<file path="config.mk">
export PLATFORM = sky130hd
export DESIGN_NAME = timer16_pwm
export DESIGN_NICKNAME = d
export VERILOG_FILES = /design/src/core/timer16_pwm_pkg.sv /design/src/core/pwm_channel.sv /design/src/core/timer16_pwm.sv
export SDC_FILE = /design/constraint.sdc
export NUM_CORES = 1
export LEC_CHECK = 0
export BUFFER_PORTS_ARGS = -buffer_cell sky130_fd_sc_hd__buf_2
export CORE_MARGIN = 2
export CORE_UTILIZATION = 25
export CTS_BUF_LIST = sky130_fd_sc_hd__clkbuf_16
export DETAILED_ROUTE_END_ITERATION = 6
export PLACE_DENSITY = 0.41
export SYNTH_ARGS = -nofsm -noshare
export SYNTH_HDL_FRONTEND = slang
export SYNTH_HIERARCHICAL = 1
export SYNTH_SLANG_ARGS = --single-unit
</file>
<file path="constraint.sdc">
create_clock -name clk -period 4.25 [get_ports clk]
set_input_delay 0.85 -clock clk [delete_from_list [all_inputs] [get_ports clk]]
set_output_delay 0.85 -clock clk [all_outputs]
set_load 0.05 [all_outputs]
</file>
<file path="src/core/timer16_pwm_pkg.sv">
// Shared constants and types for the 16-bit timer waveform generator.
package timer16_pwm_pkg;

    // ------------------------------------------------------------------
    // Widths
    // ------------------------------------------------------------------
    localparam int DATA_W = 16;
    localparam int ADDR_W = 4;

    // ------------------------------------------------------------------
    // Register offsets (word addresses on the plain register port)
    // ------------------------------------------------------------------
    localparam logic [3:0] ADDR_CONTROL = 4'h0;
    localparam logic [3:0] ADDR_COUNTER = 4'h1;
    localparam logic [3:0] ADDR_CMP_A = 4'h2;
    localparam logic [3:0] ADDR_CMP_B = 4'h3;
    localparam logic [3:0] ADDR_CAPTURE = 4'h4;
    localparam logic [3:0] ADDR_FLAGS = 4'h5;
    localparam logic [3:0] ADDR_DIRECTION = 4'h6;

    // ------------------------------------------------------------------
    // Control register field positions
    // ------------------------------------------------------------------
    localparam int CTL_MODE_LSB = 0;
    localparam int CTL_COM_A_LSB = 4;
    localparam int CTL_COM_B_LSB = 6;

    // ------------------------------------------------------------------
    // Flag register bit positions
    // ------------------------------------------------------------------
    localparam int FLG_OVERFLOW = 0;
    localparam int FLG_CMP_A = 1;
    localparam int FLG_CMP_B = 2;
    localparam int FLG_CAPTURE = 3;
    localparam int FLG_W = 4;

    // ------------------------------------------------------------------
    // Direction register bit positions
    // ------------------------------------------------------------------
    localparam int DIR_A = 0;
    localparam int DIR_B = 1;

    // ------------------------------------------------------------------
    // Counter values and fixed TOP values
    // ------------------------------------------------------------------
    localparam logic [15:0] BOTTOM = 16'h0000;
    localparam logic [15:0] COUNT_MAX = 16'hffff;
    localparam logic [15:0] COUNT_ONE = 16'h0001;
    localparam logic [15:0] TOP_8BIT = 16'h00ff;
    localparam logic [15:0] TOP_9BIT = 16'h01ff;
    localparam logic [15:0] TOP_10BIT = 16'h03ff;
    localparam logic [15:0] ZERO16 = 16'h0000;

    // ------------------------------------------------------------------
    // Waveform modes handled here
    // ------------------------------------------------------------------
    localparam logic [3:0] MODE_PC_8 = 4'h1;
    localparam logic [3:0] MODE_PC_9 = 4'h2;
    localparam logic [3:0] MODE_PC_10 = 4'h3;
    localparam logic [3:0] MODE_FAST_8 = 4'h5;
    localparam logic [3:0] MODE_FAST_9 = 4'h6;
    localparam logic [3:0] MODE_FAST_10 = 4'h7;
    localparam logic [3:0] MODE_PC_CAPTURE = 4'ha;
    localparam logic [3:0] MODE_PC_CMP_A = 4'hb;
    localparam logic [3:0] MODE_FAST_CAPTURE = 4'he;
    localparam logic [3:0] MODE_FAST_CMP_A = 4'hf;

    // ------------------------------------------------------------------
    // Channel output mode codes
    // ------------------------------------------------------------------
    typedef enum logic [1:0] {
        COM_OFF = 2'b00,
        COM_TOGGLE = 2'b01,
        COM_NONINV = 2'b10,
        COM_INV = 2'b11
    } output_mode_t;

endpackage : timer16_pwm_pkg

</file>
<file path="src/core/pwm_channel.sv">
// One compare channel: double-buffered compare value and waveform level.
`timescale 1ns/100ps
module pwm_channel
    import timer16_pwm_pkg::*;
(
    input wire logic clk,                  // I/O clock.
    input wire logic rst_b,                // Asynchronous reset, active low.
    input wire logic tick,                 // Prescaled timer clock enable.
    input wire logic [15:0] counterValue,  // Current counter value.
    input wire logic countingUp,           // Effective slope in dual-slope modes.
    input wire logic atTop,                // Counter equals TOP.
    input wire logic isFast,               // Single-slope mode active.
    input wire logic isDual,               // Dual-slope mode active.
    input wire logic [1:0] outputMode,     // Channel output mode code.
    input wire logic toggleAllowed,        // Toggle code is honoured.
    input wire logic writeEn,              // Software writes the compare value.
    input wire logic [15:0] writeData,     // Compare value written.
    input wire logic [15:0] fixedMask,     // Bits kept on a write.
    input wire logic loadNow,              // Copy buffer into active compare.
    input wire logic loadDirect,           // Write goes straight to active.
    output logic [15:0] bufferValue,       // Buffered compare value.
    output logic [15:0] activeValue,       // Active compare value.
    output logic match,                    // Counter equals active compare.
    output logic level                     // Internal waveform level.
);

    typedef struct packed {
        logic [15:0] active;
        logic [15:0] buffer;
        logic level;
    } chan_state_t;

    chan_state_t state;
    chan_state_t next_state;
    output_mode_t com;

    assign com = output_mode_t'(outputMode);
    assign bufferValue = state.buffer;
    assign activeValue = state.active;
    assign level = state.level;
    assign match = (counterValue == state.active);

    // Next state: buffered writes, update at TOP and waveform level.
    always_comb begin
        next_state = state;
        if (writeEn) begin
            next_state.buffer = writeData & fixedMask;
            if (loadDirect) begin
                next_state.active = writeData & fixedMask;
            end
        end
        if (tick) begin
            if (loadNow) begin
                next_state.active = state.buffer;
            end
            case (com)
                COM_TOGGLE: begin
                    if (toggleAllowed && match) begin
                        next_state.level = ~state.level;
                    end
                end
                COM_NONINV: begin
                    if (isFast) begin
                        // Set at wrap wins, so compare at TOP stays high.
                        if (atTop) begin
                            next_state.level = 1'b1;
                        end else if (match) begin
                            next_state.level = 1'b0;
                        end
                    end else if (isDual && match) begin
                        next_state.level = ~countingUp;
                    end
                end
                COM_INV: begin
                    if (isFast) begin
                        if (atTop) begin
                            next_state.level = 1'b0;
                        end else if (match) begin
                            next_state.level = 1'b1;
                        end
                    end else if (isDual && match) begin
                        next_state.level = countingUp;
                    end
                end
                default: begin
                    next_state.level = state.level;
                end
            endcase
        end
    end

    // State register.
    always_ff @(posedge clk or negedge rst_b) begin
        if (!rst_b) begin
            state <= '0;
        end else begin
            state <= next_state;
        end
    end

endmodule : pwm_channel

</file>
<file path="src/core/timer16_pwm.sv">
// Top of the 16-bit timer waveform generator: counter, flags and registers.
//
// How it works
// - Channel A compare writes land in a buffer while fast PWM uses it as TOP.
// - Buffer copies to active compare on the timer tick where counter equals TOP.
// - Fast PWM output changes on compare match and takes opposite level at wrap.
// - Waveform reaches the pin only when the pin direction bit selects output.
// - Fast PWM period is TOP plus one timer ticks.
// - Fast PWM compare at BOTTOM gives a one-tick spike each period.
// - Fast PWM compare at TOP gives a constant level set by polarity.
// - Fast mode 15 with output code 1 toggles channel A on each match.
// - Modes 1, 2, 3, 10, 11 count up to TOP then down to BOTTOM.
// - Phase correct non-inverting clears on up match, sets on down match.
// - Phase correct TOP is 0x00FF, 0x01FF, 0x03FF, capture, or channel A.
// - Register-defined TOP works from 0x0003 up to the full count.
// - Phase correct counter holds TOP for exactly one tick before reversing.
// - Channel compare flag sets whenever the counter matches its compare value.
// - Phase correct overflow flag sets when the counter reaches BOTTOM.
// - Register TOP sets channel A or capture flag at TOP, with the update.
// - Fixed TOP masks compare bits above the resolution on write.
// - Phase correct code two is non-inverted, code three inverted.
// - Phase correct period is two times TOP timer ticks.
// - Phase correct non-inverting compare at BOTTOM holds low, at TOP holds high.
// - Phase correct mode 11 with code 1 toggles channel A on matches.
// - Fast TOP is 0x00FF, 0x01FF, 0x03FF, capture, or channel A compare.
// - Fast PWM overflow flag sets each time the counter reaches TOP.
//
// Our own choices: the address-and-strobe port and the address map.
`timescale 1ns/100ps
module timer16_pwm
    import timer16_pwm_pkg::*;
(
    input wire logic clk,                 // I/O clock, 100 MHz.
    input wire logic rst_b,               // Asynchronous reset, active low.
    input wire logic timerTick,           // Prescaled timer clock enable.
    input wire logic [3:0] regAddr,       // Register word address.
    input wire logic [15:0] regWriteData, // Register write data.
    input wire logic regWrite,            // Write strobe, one cycle.
    input wire logic regRead,             // Read strobe, one cycle.
    output logic [15:0] regReadData,      // Read data, cycle after the strobe.
    output logic channelAPinOut,          // Channel A pin level.
    output logic channelAPinOe,           // Channel A pin driven.
    output logic channelBPinOut,          // Channel B pin level.
    output logic channelBPinOe,           // Channel B pin driven.
    output logic overflowFlag,            // Overflow flag.
    output logic channelAFlag,            // Channel A compare flag.
    output logic channelBFlag,            // Channel B compare flag.
    output logic captureFlag              // Capture flag.
);

    // ------------------------------------------------------------------
    // State
    // ------------------------------------------------------------------
    typedef struct packed {
        logic [3:0] mode;
        logic [1:0] comA;
        logic [1:0] comB;
        logic [15:0] counter;
        logic countDown;
        logic [15:0] capture;
        logic [FLG_W-1:0] flags;
        logic [1:0] direction;
        logic [15:0] readData;
    } top_state_t;

    top_state_t state;
    top_state_t next_state;

    logic isFast;
    logic isDual;
    logic isFixed;
    logic [15:0] topValue;
    logic [15:0] fixedMask;
    logic atTop;
    logic atBottom;
    logic countingUp;
    logic loadNow;
    logic loadDirect;
    logic toggleA;
    logic writeA;
    logic writeB;
    logic matchA;
    logic matchB;
    logic levelA;
    logic levelB;
    logic [15:0] bufferA;
    logic [15:0] bufferB;
    logic [15:0] activeA;
    logic [FLG_W-1:0] flagSet;
    logic [15:0] controlWord;

    // ------------------------------------------------------------------
    // Mode decode
    // ------------------------------------------------------------------

    // Mode class and TOP source selection.
    always_comb begin
        isFast = 1'b0;
        isDual = 1'b0;
        isFixed = 1'b0;
        topValue = COUNT_MAX;
        case (state.mode)
            MODE_PC_8: begin
                isDual = 1'b1;
                isFixed = 1'b1;
                topValue = TOP_8BIT;
            end
            MODE_PC_9: begin
                isDual = 1'b1;
                isFixed = 1'b1;
                topValue = TOP_9BIT;
            end
            MODE_PC_10: begin
                isDual = 1'b1;
                isFixed = 1'b1;
                topValue = TOP_10BIT;
            end
            MODE_PC_CAPTURE: begin
                isDual = 1'b1;
                topValue = state.capture;
            end
            MODE_PC_CMP_A: begin
                isDual = 1'b1;
                topValue = activeA;
            end
            MODE_FAST_8: begin
                isFast = 1'b1;
                isFixed = 1'b1;
                topValue = TOP_8BIT;
            end
            MODE_FAST_9: begin
                isFast = 1'b1;
                isFixed = 1'b1;
                topValue = TOP_9BIT;
            end
            MODE_FAST_10: begin
                isFast = 1'b1;
                isFixed = 1'b1;
                topValue = TOP_10BIT;
            end
            MODE_FAST_CAPTURE: begin
                isFast = 1'b1;
                topValue = state.capture;
            end
            MODE_FAST_CMP_A: begin
                isFast = 1'b1;
                topValue = activeA;
            end
            default: begin
                topValue = COUNT_MAX;
            end
        endcase
    end

    // Counter position and slope as seen by the compare channels.
    assign fixedMask = isFixed ? topValue : COUNT_MAX;
    assign atTop = (state.counter == topValue);
    assign atBottom = (state.counter == BOTTOM);
    // BOTTOM counts as rising and TOP as falling, giving solid extreme levels.
    assign countingUp = atBottom ? 1'b1 : (atTop ? 1'b0 : ~state.countDown);
    assign loadNow = timerTick && atTop && (isFast || isDual);
    assign loadDirect = ~(isFast || isDual);
    assign toggleA = (state.mode == MODE_FAST_CMP_A) || (state.mode == MODE_PC_CMP_A);
    assign writeA = regWrite && (regAddr == ADDR_CMP_A);
    assign writeB = regWrite && (regAddr == ADDR_CMP_B);

    // ------------------------------------------------------------------
    // Compare channels
    // ------------------------------------------------------------------

    // Channel A may also supply TOP.
    pwm_channel chanA (
        .clk(clk),
        .rst_b(rst_b),
        .tick(timerTick),
        .counterValue(state.counter),
        .countingUp(countingUp),
        .atTop(atTop),
        .isFast(isFast),
        .isDual(isDual),
        .outputMode(state.comA),
        .toggleAllowed(toggleA),
        .writeEn(writeA),
        .writeData(regWriteData),
        .fixedMask(fixedMask),
        .loadNow(loadNow),
        .loadDirect(loadDirect),
        .bufferValue(bufferA),
        .activeValue(activeA),
        .match(matchA),
        .level(levelA)
    );

    // Channel B never toggles.
    pwm_channel chanB (
        .clk(clk),
        .rst_b(rst_b),
        .tick(timerTick),
        .counterValue(state.counter),
        .countingUp(countingUp),
        .atTop(atTop),
        .isFast(isFast),
        .isDual(isDual),
        .outputMode(state.comB),
        .toggleAllowed(1'b0),
        .writeEn(writeB),
        .writeData(regWriteData),
        .fixedMask(fixedMask),
        .loadNow(loadNow),
        .loadDirect(loadDirect),
        .bufferValue(bufferB),
        .activeValue(),
        .match(matchB),
        .level(levelB)
    );

    // ------------------------------------------------------------------
    // Flag events
    // ------------------------------------------------------------------

    // Events raised on a timer tick.
    always_comb begin
        flagSet = '0;
        if (timerTick) begin
            if (isFast) begin
                flagSet[FLG_OVERFLOW] = atTop;
            end else if (isDual) begin
                flagSet[FLG_OVERFLOW] = atBottom;
            end else begin
                flagSet[FLG_OVERFLOW] = (state.counter == COUNT_MAX);
            end
            flagSet[FLG_CMP_A] = matchA;
            flagSet[FLG_CMP_B] = matchB;
            flagSet[FLG_CAPTURE] = atTop && ((state.mode == MODE_FAST_CAPTURE)
                || (state.mode == MODE_PC_CAPTURE));
        end
    end

    assign controlWord = {8'h00, state.comB, state.comA, state.mode};

    // ------------------------------------------------------------------
    // Counter, registers and read port
    // ------------------------------------------------------------------

    // Next state of the counter and software-visible registers.
    always_comb begin
        next_state = state;
        if (timerTick) begin
            if (isFast) begin
                // Wrap after TOP gives a period of TOP plus one ticks.
                next_state.counter = atTop ? BOTTOM : state.counter + COUNT_ONE;
            end else if (isDual) begin
                if (atTop) begin
                    // TOP was shown for this one tick; now turn down.
                    next_state.countDown = 1'b1;
                    next_state.counter = state.counter - COUNT_ONE;
                end else if (atBottom) begin
                    next_state.countDown = 1'b0;
                    next_state.counter = state.counter + COUNT_ONE;
                end else if (state.countDown) begin
                    next_state.counter = state.counter - COUNT_ONE;
                end else begin
                    next_state.counter = state.counter + COUNT_ONE;
                end
            end else begin
                next_state.counter = state.counter + COUNT_ONE;
                next_state.countDown = 1'b0;
            end
        end
        // Set wins over a clear in the same cycle.
        next_state.flags = state.flags | flagSet;
        if (regWrite) begin
            case (regAddr)
                ADDR_CONTROL: begin
                    next_state.mode = regWriteData[CTL_MODE_LSB +: 4];
                    next_state.comA = regWriteData[CTL_COM_A_LSB +: 2];
                    next_state.comB = regWriteData[CTL_COM_B_LSB +: 2];
                end
                ADDR_COUNTER: begin
                    next_state.counter = regWriteData;
                end
                ADDR_CAPTURE: begin
                    next_state.capture = regWriteData;
                end
                ADDR_FLAGS: begin
                    next_state.flags = (state.flags & ~regWriteData[FLG_W-1:0]) | flagSet;
                end
                ADDR_DIRECTION: begin
                    next_state.direction = regWriteData[1:0];
                end
                default: begin
                    next_state.mode = state.mode;
                end
            endcase
        end
        // Read data stand only in the cycle after the strobe.
        next_state.readData = ZERO16;
        if (regRead) begin
            case (regAddr)
                ADDR_CONTROL: next_state.readData = controlWord;
                ADDR_COUNTER: next_state.readData = state.counter;
                ADDR_CMP_A: next_state.readData = bufferA;
                ADDR_CMP_B: next_state.readData = bufferB;
                ADDR_CAPTURE: next_state.readData = state.capture;
                ADDR_FLAGS: next_state.readData = {12'h000, state.flags};
                ADDR_DIRECTION: next_state.readData = {14'h0000, state.direction};
                default: next_state.readData = ZERO16;
            endcase
        end
    end

    // State register.
    always_ff @(posedge clk or negedge rst_b) begin
        if (!rst_b) begin
            state <= '0;
        end else begin
            state <= next_state;
        end
    end

    // ------------------------------------------------------------------
    // Outputs
    // ------------------------------------------------------------------

    // Pins are driven only when direction selects output and a code is set.
    assign channelAPinOut = levelA;
    assign channelAPinOe = state.direction[DIR_A] && (state.comA != COM_OFF);
    assign channelBPinOut = levelB;
    assign channelBPinOe = state.direction[DIR_B] && (state.comB != COM_OFF);
    assign regReadData = state.readData;
    assign overflowFlag = state.flags[FLG_OVERFLOW];
    assign channelAFlag = state.flags[FLG_CMP_A];
    assign channelBFlag = state.flags[FLG_CMP_B];
    assign captureFlag = state.flags[FLG_CAPTURE];

endmodule : timer16_pwm

</file>
==> metrics.cfg, run 1 <==
[pwr]
p_sw_w = 0.00169
p_sw_frac = 0.363
powerDensity_mw_per_mm2 = 501
leakage_nw = 3.93
seq_power_share = 0.383
vdd_ir_drop_max_uv = 274
p_clk_frac = 0.339
comb_power_share = 0.278
p_int_w = 0.00297

[finish]
nNetsFinal = 960
final_util = 0.296
synthToLayoutAreaGrowth_pct = 17.5
antenna_cells = 0
seq_area_mm2 = 0.00323
drive_above_1_share = 0.177
multiInputGateArea_mm2 = 0.00427
nFillCells = 3341

[grt]
grt-ovfl-total = 0
track_usage = 0.185
grt_pass1_vias = 6903
grt_max_degree = 76
antenna_found_initial = 1
grt_pass1_wl_um = 45500

[timing]
hold_violations = 0
max_freq_mhz = 272
fin_tns_setup_ns = 0
slew_headroom = 0.298
post-route-period-util = 0.866
clock_skew_ns = 0.0108
setup_viol = 0
drv_slew = 0
rsz0062_at_grt = false
post-route-min-period_ns = 3.68
tightest_slew_ns = 1.05

[drt]
drc = 0
avgRoutedWirePerCell_um = 21.9
drtIter0Drc = 472
vias_per_cell = 5.19
route.vias.total = 7000
drt-total-wl_um = 29600
ant_nets = 0
first_pass_iters = 5

[synthesis]
synthTopCellsByArea = dfrtp_1, mux2_2, xnor2_1
ys.flop_type = dfrtp_1
synth_cell_type_count = 67
synth_warnings = 6
netlist_instances = 875
seq_area_frac_synth = 0.408
synth_area_leader_cell = dfrtp_1
synth-edff-count = 0
avgSynthCellArea_um2 = 9.05
syn-cell-area_mm2 = 0.00792
async_flop_share = 1.00
yosysTopAreaCellShare = 0.408
ys_seq_elements = 129

[job]
timing.max_cap.violations = 0

[placed_design]
io_buffers = 48
post-dp-hpwl_um = 21000
gp_congestion = 0.867

[cts]
cts_root_buffer = clkbuf_16
htree_levels = 4
clk_latency_ns = 0.44
cts_tree = built
cts_hold_buf = 0
cts_resized = 0
clk_path_buf_depth = 2
clock-sinks = 129
cts_buffers = 17
postCtsSetupBuffers = 0
path_clk_slew_ns = 0.06

[floorplan]
initial_core_util = 0.252
fp.dieW_um = 182
ios = 49
fp.dieH_um = 182
rows = 65
die_area_mm2 = 0.0331
core_mm2 = 0.0314

[worst_setup_path]
crit_required_ns = 4.56
cp.arrival_ns = 3.99
crit_type = register to register
cp-start-kind = register
worstPathMaxFanout = 22
cpMaxStageDelayCell = o31ai_2
endpoint_kind = register
cp_cell_sequence = buf_4 -> mux2i_1 -> a21oi_1 -> or4_1 -> or4_4 -> o31ai_2 -> nand3b_1 -> a31o_2 -> a221o_1
critical_path.max_stage_delay_ns = 0.61

[hold_path]
hp-class = input port to async pin

[outcome]
outcome = completed

## state kept, by name (all words and copies together), names as in the netlist, 8 cells and up
register / flops
regReadData: 16
chanA/activeValue: 16
chanA/bufferValue: 16
chanB/bufferValue: 16
state: 35
chanB/activeValue: 16
controlWord: 8
## Yosys cell counts, drive strengths merged (7+ instances only)
library cell	n
a22oi	15
a31o	8
dfrtp	129
nand4	18
nand3	48
xnor2	38
a211oi	41
a21boi	13
o21ai	56
mux2	32
nor4	7
and3	17
a21oi	49
nor2	72
mux2i	16
nand2	62
buf	29
a221o	9
a22o	13
or4	9
inv	46
clkbuf	47
## power by group through the flow
stage               Sequential (W)  Combinational [W]  Clock [W]
finish                     0.00179            0.00130    0.00158
global route               0.00183            0.00144    0.00166
CTS                        0.00179            0.00130    0.00161
detailed placement         0.00180            0.00129          0
global placement           0.00181            0.00129          0
floorplan                  0.00167           0.000929          0
## cell type report
cell class,instances,share of cell area
Tap cell,402,0.0541
Clock buffer,17,0.0457
Multi-Input combinational cell,655,0.459
Inverter,47,0.0190
Sequential cell,129,0.347
Clock inverter,15,0.0206
Timing Repair Buffer,83,0.0547
## worst max-delay path: cells and delay by family (launching register included)
family / cells / cell delay, ns
compound gates: 4 / 1.29
simple gates: 3 / 1.25
flops: 1 / 0.45
buf+inv: 1 / 0.29
mux: 1 / 0.27
## stage by stage
step	hold WS [ns]	power [W]	setup WS, ns	cells	instance area [um2]
after detailed placement	0.519	0.00310	0.615	1316	8690
final	0.439	0.00466	0.570	1348	9300
after CTS	0.472	0.00469	0.595	1348	9300
after global placement	0.509	0.00310	0.647	1316	8690
after global routing	0.495	0.00493	0.335	1348	9300
after floorplan	0.466	0.00260	1.08	907	8040
## placed cells by master (no fill, tap or decap), types with 8 or more instances in the layout
cell type / Yosys / layout
a22oi_1: 15 / 15
o21ai_0: 56 / 56
a21oi_1: 49 / 49
nand2_1: 62 / 62
xnor2_1: 38 / 38
nor2_1: 72 / 70
and3_1: 17 / 17
nand4_1: 18 / 18
buf_2: 9 / 47
a211oi_1: 41 / 41
nand3_1: 48 / 48
clkbuf_16: 0 / 17
a22o_1: 13 / 13
inv_1: 46 / 46
conb_1: 2 / 34
mux2i_1: 16 / 16
buf_4: 17 / 35
mux2_2: 32 / 32
a221o_1: 9 / 9
a21boi_0: 12 / 12
or4_1: 8 / 8
dfrtp_1: 129 / 129
## per-layer routing
metal,track usage,vias up,share of wire
met5,0,-,0
li1,-,3269,-
met3,0.0311,30,0.041
met1,0.258,3530,0.48
met2,0.292,171,0.46
met4,0.0600,0,0.020
## cell families after synthesis
family                     share of synthesized area
and+or+nand+nor                                0.169
other                                       0.000949
xor gates and xnor gates                      0.0487
buffers and inverters                         0.0687
AOI/OAI and AO/OA                              0.219
DFF                                            0.408
adders and majority gates                    0.00316
muxes                                         0.0828
## final timing paths
check                                                  from                              to  slack, ns  depth (start not counted)
setup reg to reg                 controlWord[0]$_DFFE_PN0P_             state[52]$_DFF_PN0_       0.57                          9
hold / removal                                        rst_b         chanA/level$_DFFE_PN0P_       0.44                          1
setup / recovery                 controlWord[0]$_DFFE_PN0P_             state[52]$_DFF_PN0_       0.57                          9
max in group asynchronous                             rst_b           state[32]$_DFFE_PN0P_       2.84                          2
min in group clk           chanA/bufferValue[3]$_DFFE_PN0P_  chanA/activeValue[3]$_DFF_PN0_       0.53                          2
hold reg to reg            chanA/bufferValue[3]$_DFFE_PN0P_  chanA/activeValue[3]$_DFF_PN0_       0.53                          2
No activity file was read; power rests on OpenSTA's default activity.
==> run 2, diff against run 1 <==
Settings changed: ABC_AREA set to 1, PLACE_DENSITY 0.41 to 0.42.
Clock period 4.25 ns to 3.35 ns, I/O delays scaled along.
==> run 2 against run 1 <==
  * Utilization fell by 0.069 points
  * Worst hold slack got worse by 0.20 ns
  * Fmax rose by 22%
  * Synthesized cell count rose by 45%
  * Register-to-register slack got worse by 0.24 ns
  * Sequential share of layout area fell by 2.3 points
==> metrics.cfg, run 2 <==
[finish]
layout_commonest_cell = nand2_1
antenna_cells = 0  ; unchanged
largest_reg_flops = 35  ; unchanged
nFillCells = 3759  ; +13%
synthToLayoutAreaGrowth_pct = 16.2
drive_above_1_share = 0.129  ; -0.0475
regMostFlops = state
final_cell_mix = nand2_1, nor2_1, inv_1, dfrtp_1, nand3_1
multiInputGateArea_mm2 = 0.00452  ; +5.9%
final_cells = 1796  ; +33%
seq_area_mm2 = 0.00323  ; about the same
nNetsFinal = 1362  ; +42%

[worst_setup_path]
worstPathMaxFanout = 32  ; +45%
crit_type = register to register
rrSetupSlack_ns = 0.33  ; -0.24 ns
cp-start-kind = register
r2r-start = controlWord[0]$_DFFE_PN0P_
endpoint_kind = register
worstReg2RegEnd = chanA/activeValue[9]$_DFF_PN0_
cp.arrival_ns = 3.31  ; -0.68 ns
crit_required_ns = 3.64  ; -0.92 ns
r2r_cells = 16  ; +7

[hold_path]
hp-class = input port to async pin

[cts]
cts_resized = 0  ; unchanged
cts_buffers = 17  ; unchanged
clk_latency_ns = 0.43  ; about the same
htree_levels = 4  ; unchanged
cts_hold_buf = 0  ; unchanged
cts_root_buffer = clkbuf_16
cts_tree = built
clock-sinks = 129  ; unchanged
path_clk_slew_ns = 0.06  ; about the same
postCtsSetupBuffers = 0  ; unchanged
clk_path_buf_depth = 2  ; unchanged

[synthesis]
synth-edff-count = 0  ; unchanged
synthTopCellsByArea = dfrtp_1, nand2_1, nand3_1
async_flop_share = 1.00  ; unchanged
synth_commonest_cells = nand2_1, nor2_1, inv_1, dfrtp_1, nand3_1
yosysTopAreaCellShare = 0.376  ; -0.0314
netlist_instances = 1268  ; +45%
synth_warnings = 6  ; unchanged
seq_area_frac_synth = 0.376  ; -0.0314
synth_cell_type_count = 44  ; -34%
synth_area_leader_cell = dfrtp_1
ys.flop_type = dfrtp_1
avgSynthCellArea_um2 = 6.77  ; -25%
ys_seq_elements = 129  ; unchanged
syn-cell-area_mm2 = 0.00858  ; +8.3%
post-synth-top-count-cell = nand2_1

[grt]
grt_pass1_wl_um = 50600  ; +11%
grt_max_degree = 60  ; -21%
grt_pass1_vias = 8016  ; +16%
track_usage = 0.188  ; +0.00271
grt-ovfl-total = 0  ; unchanged
antenna_found_initial = 0  ; -1

[timing]
layout_setup_ws_ns = 0.330  ; -0.240 ns
max_freq_mhz = 331  ; +22%
setup_viol = 0  ; unchanged
post-route-min-period_ns = 3.02  ; -0.660 ns
fin_tns_setup_ns = 0  ; unchanged
rsz0062_at_grt = false
slew_headroom = 0.356  ; +0.0581
drv_slew = 0  ; unchanged
hold_violations = 0  ; unchanged
post-route-period-util = 0.901  ; +0.0356
clock_skew_ns = 0.00926  ; -0.00150 ns
tightest_slew_ns = 0.963  ; -0.0856 ns

[floorplan]
rows = 67  ; +3.1%
fp.dieW_um = 189  ; +4.0%
initial_core_util = 0.255  ; +0.00234
die_area_mm2 = 0.0358  ; +8.2%
core_mm2 = 0.0337  ; +7.3%
ios = 49  ; unchanged
fp.dieH_um = 189  ; +4.0%

[pwr]
vdd_ir_drop_max_uv = 270  ; -1.3%
powerDensity_mw_per_mm2 = 618  ; +23%
total_power_w = 0.00616  ; +32%
leakage_nw = 5.04  ; +28%

[drt]
drtIter0Drc = 719  ; +52%
first_pass_iters = 6  ; +1
drt-total-wl_um = 32500  ; +10%
ant_nets = 0  ; unchanged
route.vias.total = 8240  ; +18%
vias_per_cell = 4.59  ; -12%
avgRoutedWirePerCell_um = 18.1  ; -17%
drc = 0  ; unchanged

[placed_design]
place_ws_ns = 0.207  ; -0.409 ns
dp.cells = 1764  ; +34%
post-dp-hpwl_um = 24300  ; +16%
io_buffers = 48  ; unchanged
gp_congestion = 0.874  ; +0.87%

[outcome]
outcome = completed

[job]
timing.max_cap.violations = 0  ; unchanged

run 2: report_power, final:
group	switching, W	internal, W
combinational	0.00132	0.000664
sequential	0.000456	0.00184
clock	0.000780	0.00110
total	0.00255	0.00361
run 2: final cells by class:
class,instances,share of cell area
Timing Repair Buffer,77,0.0478
Inverter,156,0.0593
Multi-Input combinational cell,954,0.454
Tap cell,448,0.0563
Clock inverter,15,0.0162
Clock buffer,17,0.0427
Sequential cell,129,0.324
run 2: metal layers:
layer / part of all wire / global-route usage
met1: 0.50 / 0.275
met5: 0 / 0
met3: 0.040 / 0.0245
met4: 0.012 / 0.0453
met2: 0.44 / 0.291
run 2: worst max path at each step:
stage                                    start                        endpoint  slack, ns  cells past startpoint
floorplan                  state[39]$_DFF_PN0_         chanB/level$_DFFE_PN0P_       0.79                     17
global placement           state[39]$_DFF_PN0_         chanB/level$_DFFE_PN0P_       0.20                     16
detailed placement         state[39]$_DFF_PN0_         chanB/level$_DFFE_PN0P_       0.21                     16
CTS                        state[39]$_DFF_PN0_         chanB/level$_DFFE_PN0P_       0.19                     16
global route               state[40]$_DFF_PN0_         chanB/level$_DFFE_PN0P_       0.02                     16
finish              controlWord[0]$_DFFE_PN0P_  chanA/activeValue[9]$_DFF_PN0_       0.33                     16
run 2: cells by family after synthesis:
family / after synthesis / share of synthesized area
fa+ha+maj: 2 / 0.00292
mux: 10 / 0.0128
other cells: 2 / 0.000875
xor+xnor: 20 / 0.0204
simple gates: 726 / 0.364
flops: 129 / 0.376
compound gates: 163 / 0.111
buf+inv: 216 / 0.112
run 2: through the flow:
stage	utilization	cell area (um2)	hold WS (ns)
floorplan	-	8690	0.374
global placement	0.278	9370	0.472
detailed placement	0.278	9370	0.478
CTS	0.296	9960	0.253
global route	0.296	9960	0.270
finish	0.296	9960	0.235
run 2: critical path, cell delays in order (launching register included):
cell and delay [ns]:
dfrtp_1 0.67, inv_4 0.09, nor2_8 0.30, nand2_1 0.12, nand3_1 0.10, nand2_1 0.06, nor2_1 0.14, nand2_1 0.09
nor2_2 0.20, nand3_4 0.13, inv_2 0.16, nand2_1 0.12, nor2_1 0.16, nand2_1 0.07, buf_4 0.27, nor2_1 0.14
a31oi_1 0.05
==> run 3, diff against run 2 <==
Settings changed: CORE_ASPECT_RATIO set to 0.5.
==> run 3 against run 2 <==
  * Worst setup slack gained 0.0037 ns
  * Count of clock-buffer cells in the layout is the same
  * Routed wire length grew 4.2%
  * Sequential power shrank 2%
  * Clock power shrank 9.6%
  * Combinational power grew 6%
  * Non-clock buffer count grew 4
  * Sequential cell count is the same
  * First-iteration DRC count grew 13%
  * Power shrank 1.8%
  * Die area grew 0.26%
  * Largest cell class unchanged
  * Largest power group unchanged
  * Highest routed layer unchanged
==> metrics.cfg, run 3 (synthesis gave the netlist of run 2 again) <==
[outcome]
outcome = completed

[finish]
antenna_cells = 0  ; unchanged
nFillCells = 3636  ; -3.3%
seq_area_mm2 = 0.00323  ; about the same
final_cell_mix = nand2_1, nor2_1, inv_1, dfrtp_1, nand3_1
largest_reg_flops = 35  ; unchanged
drive_above_1_share = 0.123  ; -0.00621
layout_commonest_cell = nand2_1
final_cells = 1792  ; -0.22%
synthToLayoutAreaGrowth_pct = 15.4
multiInputGateArea_mm2 = 0.00452  ; -0.11%
nNetsFinal = 1366  ; +0.29%
regMostFlops = state

[worst_setup_path]
r2r_cells = 16  ; unchanged
crit_required_ns = 3.68  ; +0.04 ns
worstPathMaxFanout = 13  ; -59%
crit_type = register to register
cp-start-kind = register
cp.arrival_ns = 3.34  ; +0.03 ns
endpoint_kind = register

[pwr]
p_int_w = 0.00351  ; -2.8%
powerDensity_mw_per_mm2 = 611  ; -1.1%
p_clk_frac = 0.281  ; -0.025
seq_power_share = 0.373  ; about the same
total_power_w = 0.00605  ; -1.8%
p_sw_frac = 0.420  ; +0.00619
vdd_ir_drop_max_uv = 270  ; +0.18%
leakage_nw = 5.04  ; about the same
comb_power_share = 0.347  ; +0.026
p_sw_w = 0.00254  ; -0.30%

[floorplan]
rows = 47  ; -30%
fp.dieW_um = 266  ; +41%
ios = 49  ; unchanged
die_area_mm2 = 0.0359  ; +0.26%
fp.dieH_um = 135  ; -29%
initial_core_util = 0.257  ; +0.00227
core_mm2 = 0.0334  ; -0.88%

[drt]
first_pass_iters = 5  ; -1
route.vias.total = 8605  ; +4.4%
drt-total-wl_um = 33900  ; +4.2%
drc = 0  ; unchanged
ant_nets = 0  ; unchanged
wl_met1_um = 16500  ; +0.58%
drtIter0Drc = 809  ; +13%
top_signal_layer_used = met4
vias_per_cell = 4.80  ; +4.7%
met2_length_um = 15200  ; +5.3%
avgRoutedWirePerCell_um = 18.9  ; +4.4%
wl_met3_um = 1640  ; +28%

[placed_design]
gp_congestion = 0.919  ; +5.1%
io_buffers = 48  ; unchanged
place_ws_ns = 0.379  ; +0.172 ns
post-dp-hpwl_um = 25300  ; +4.1%
dp.cells = 1761  ; -0.17%

[grt]
track_usage = 0.195  ; +0.00762
grt_pass1_vias = 8132  ; +1.4%
grt_max_degree = 70  ; +17%
grt-ovfl-total = 0  ; unchanged
grt_pass1_wl_um = 52000  ; +2.8%
antenna_found_initial = 0  ; unchanged

[timing]
hold_violations = 0  ; unchanged
post-route-min-period_ns = 3.02  ; -0.00371 ns
hold_slack_ns = 0.245  ; +0.0103 ns
layout_setup_ws_ns = 0.334  ; +0.00371 ns
max_freq_mhz = 332  ; +0.12%
clock_skew_ns = 0.0113  ; +0.00199 ns
rsz0062_at_grt = false
drv_slew = 0  ; unchanged
fin_tns_setup_ns = 0  ; unchanged
slew_headroom = 0.457  ; +0.101
post-route-period-util = 0.900  ; -0.00111
tightest_slew_ns = 0.813  ; -0.150 ns
setup_viol = 0  ; unchanged

[cts]
path_clk_slew_ns = 0.06  ; about the same
htree_levels = 4  ; unchanged
cts_resized = 0  ; unchanged
clock-sinks = 129  ; unchanged
cts_tree = built
cts_hold_buf = 0  ; unchanged
postCtsSetupBuffers = 0  ; unchanged
cts_root_buffer = clkbuf_16
cts_buffers = 17  ; unchanged
clk_latency_ns = 0.44  ; about the same
clk_path_buf_depth = 2  ; unchanged

[job]
timing.max_cap.violations = 0  ; unchanged

[hold_path]
hp-class = input port to async pin

==> run 3: cell count changes in the layout (fill, tap and decap cells not counted), sizes merged <==
cell / change
bufinv: -1
inv: -1
clkinv: +3
clkinvlp: -2
buf: +4
==> run 3: power groups by stage <==
| stage | clock network (W) | registers (W) | logic [W] |
|---|---|---|---|
| finish | 0.00170 | 0.00226 | 0.00210 |
| global placement | 0 | 0.00227 | 0.00208 |
| CTS | 0.00174 | 0.00225 | 0.00209 |
| global route | 0.00180 | 0.00230 | 0.00235 |
| floorplan | 0 | 0.00216 | 0.00141 |
| detailed placement | 0 | 0.00227 | 0.00208 |
==> run 3: path summary, 6_finish.rpt <==
kind / startpoint / end / slack (ns)
worst max-delay path: state[40]$_DFF_PN0_ / chanA/level$_DFFE_PN0P_ / 0.33
worst max register to register: state[40]$_DFF_PN0_ / chanA/level$_DFFE_PN0P_ / 0.33
worst min-delay path: rst_b / regReadData[11]$_DFF_PN0_ / 0.25
min in group clk: state[17]$_DFFE_PN0P_ / state[17]$_DFFE_PN0P_ / 0.50
worst min register to register: state[17]$_DFFE_PN0P_ / state[17]$_DFFE_PN0P_ / 0.50
max in group asynchronous: rst_b / controlWord[1]$_DFFE_PN0P_ / 2.20
==> run 3: through the flow <==
| stage | util | instance area [um2] |
|---|---|---|
| final | 0.296 | 9900 |
| after global routing | 0.296 | 9900 |
| after CTS | 0.296 | 9900 |
| after detailed placement | 0.281 | 9390 |
| after global placement | 0.281 | 9390 |
| after floorplan | - | 8690 |
==> run 3: worst max-delay path: stages (launching register included) <==
cell	delay [ns]
dfrtp_1	0.47
inv_1	0.19
ha_1	0.22
nand3_1	0.15
nor2_1	0.24
nand4_1	0.20
nor2_2	0.22
nand2_2	0.13
nand2_1	0.13
nand2_4	0.15
o31ai_1	0.14
inv_1	0.07
o21ai_0	0.21
xor2_1	0.16
mux2i_1	0.08
nand3_1	0.09
nand2_1	0.06
==> run 3: cell type report <==
class / count / area share
tap: 441 / 0.0557
clock inverter: 14 / 0.00847
timing repair buffer: 81 / 0.0512
clock buffer: 17 / 0.0430
sequential: 129 / 0.326
multi-input combinational: 954 / 0.456
inverter: 156 / 0.0596
==> run 3: per-layer routing <==
layer	GRT usage	vias up
li1	-	4158
met1	0.274	4171
met2	0.313	252
met3	0.0336	24
met4	0.0487	0
met5	0	-
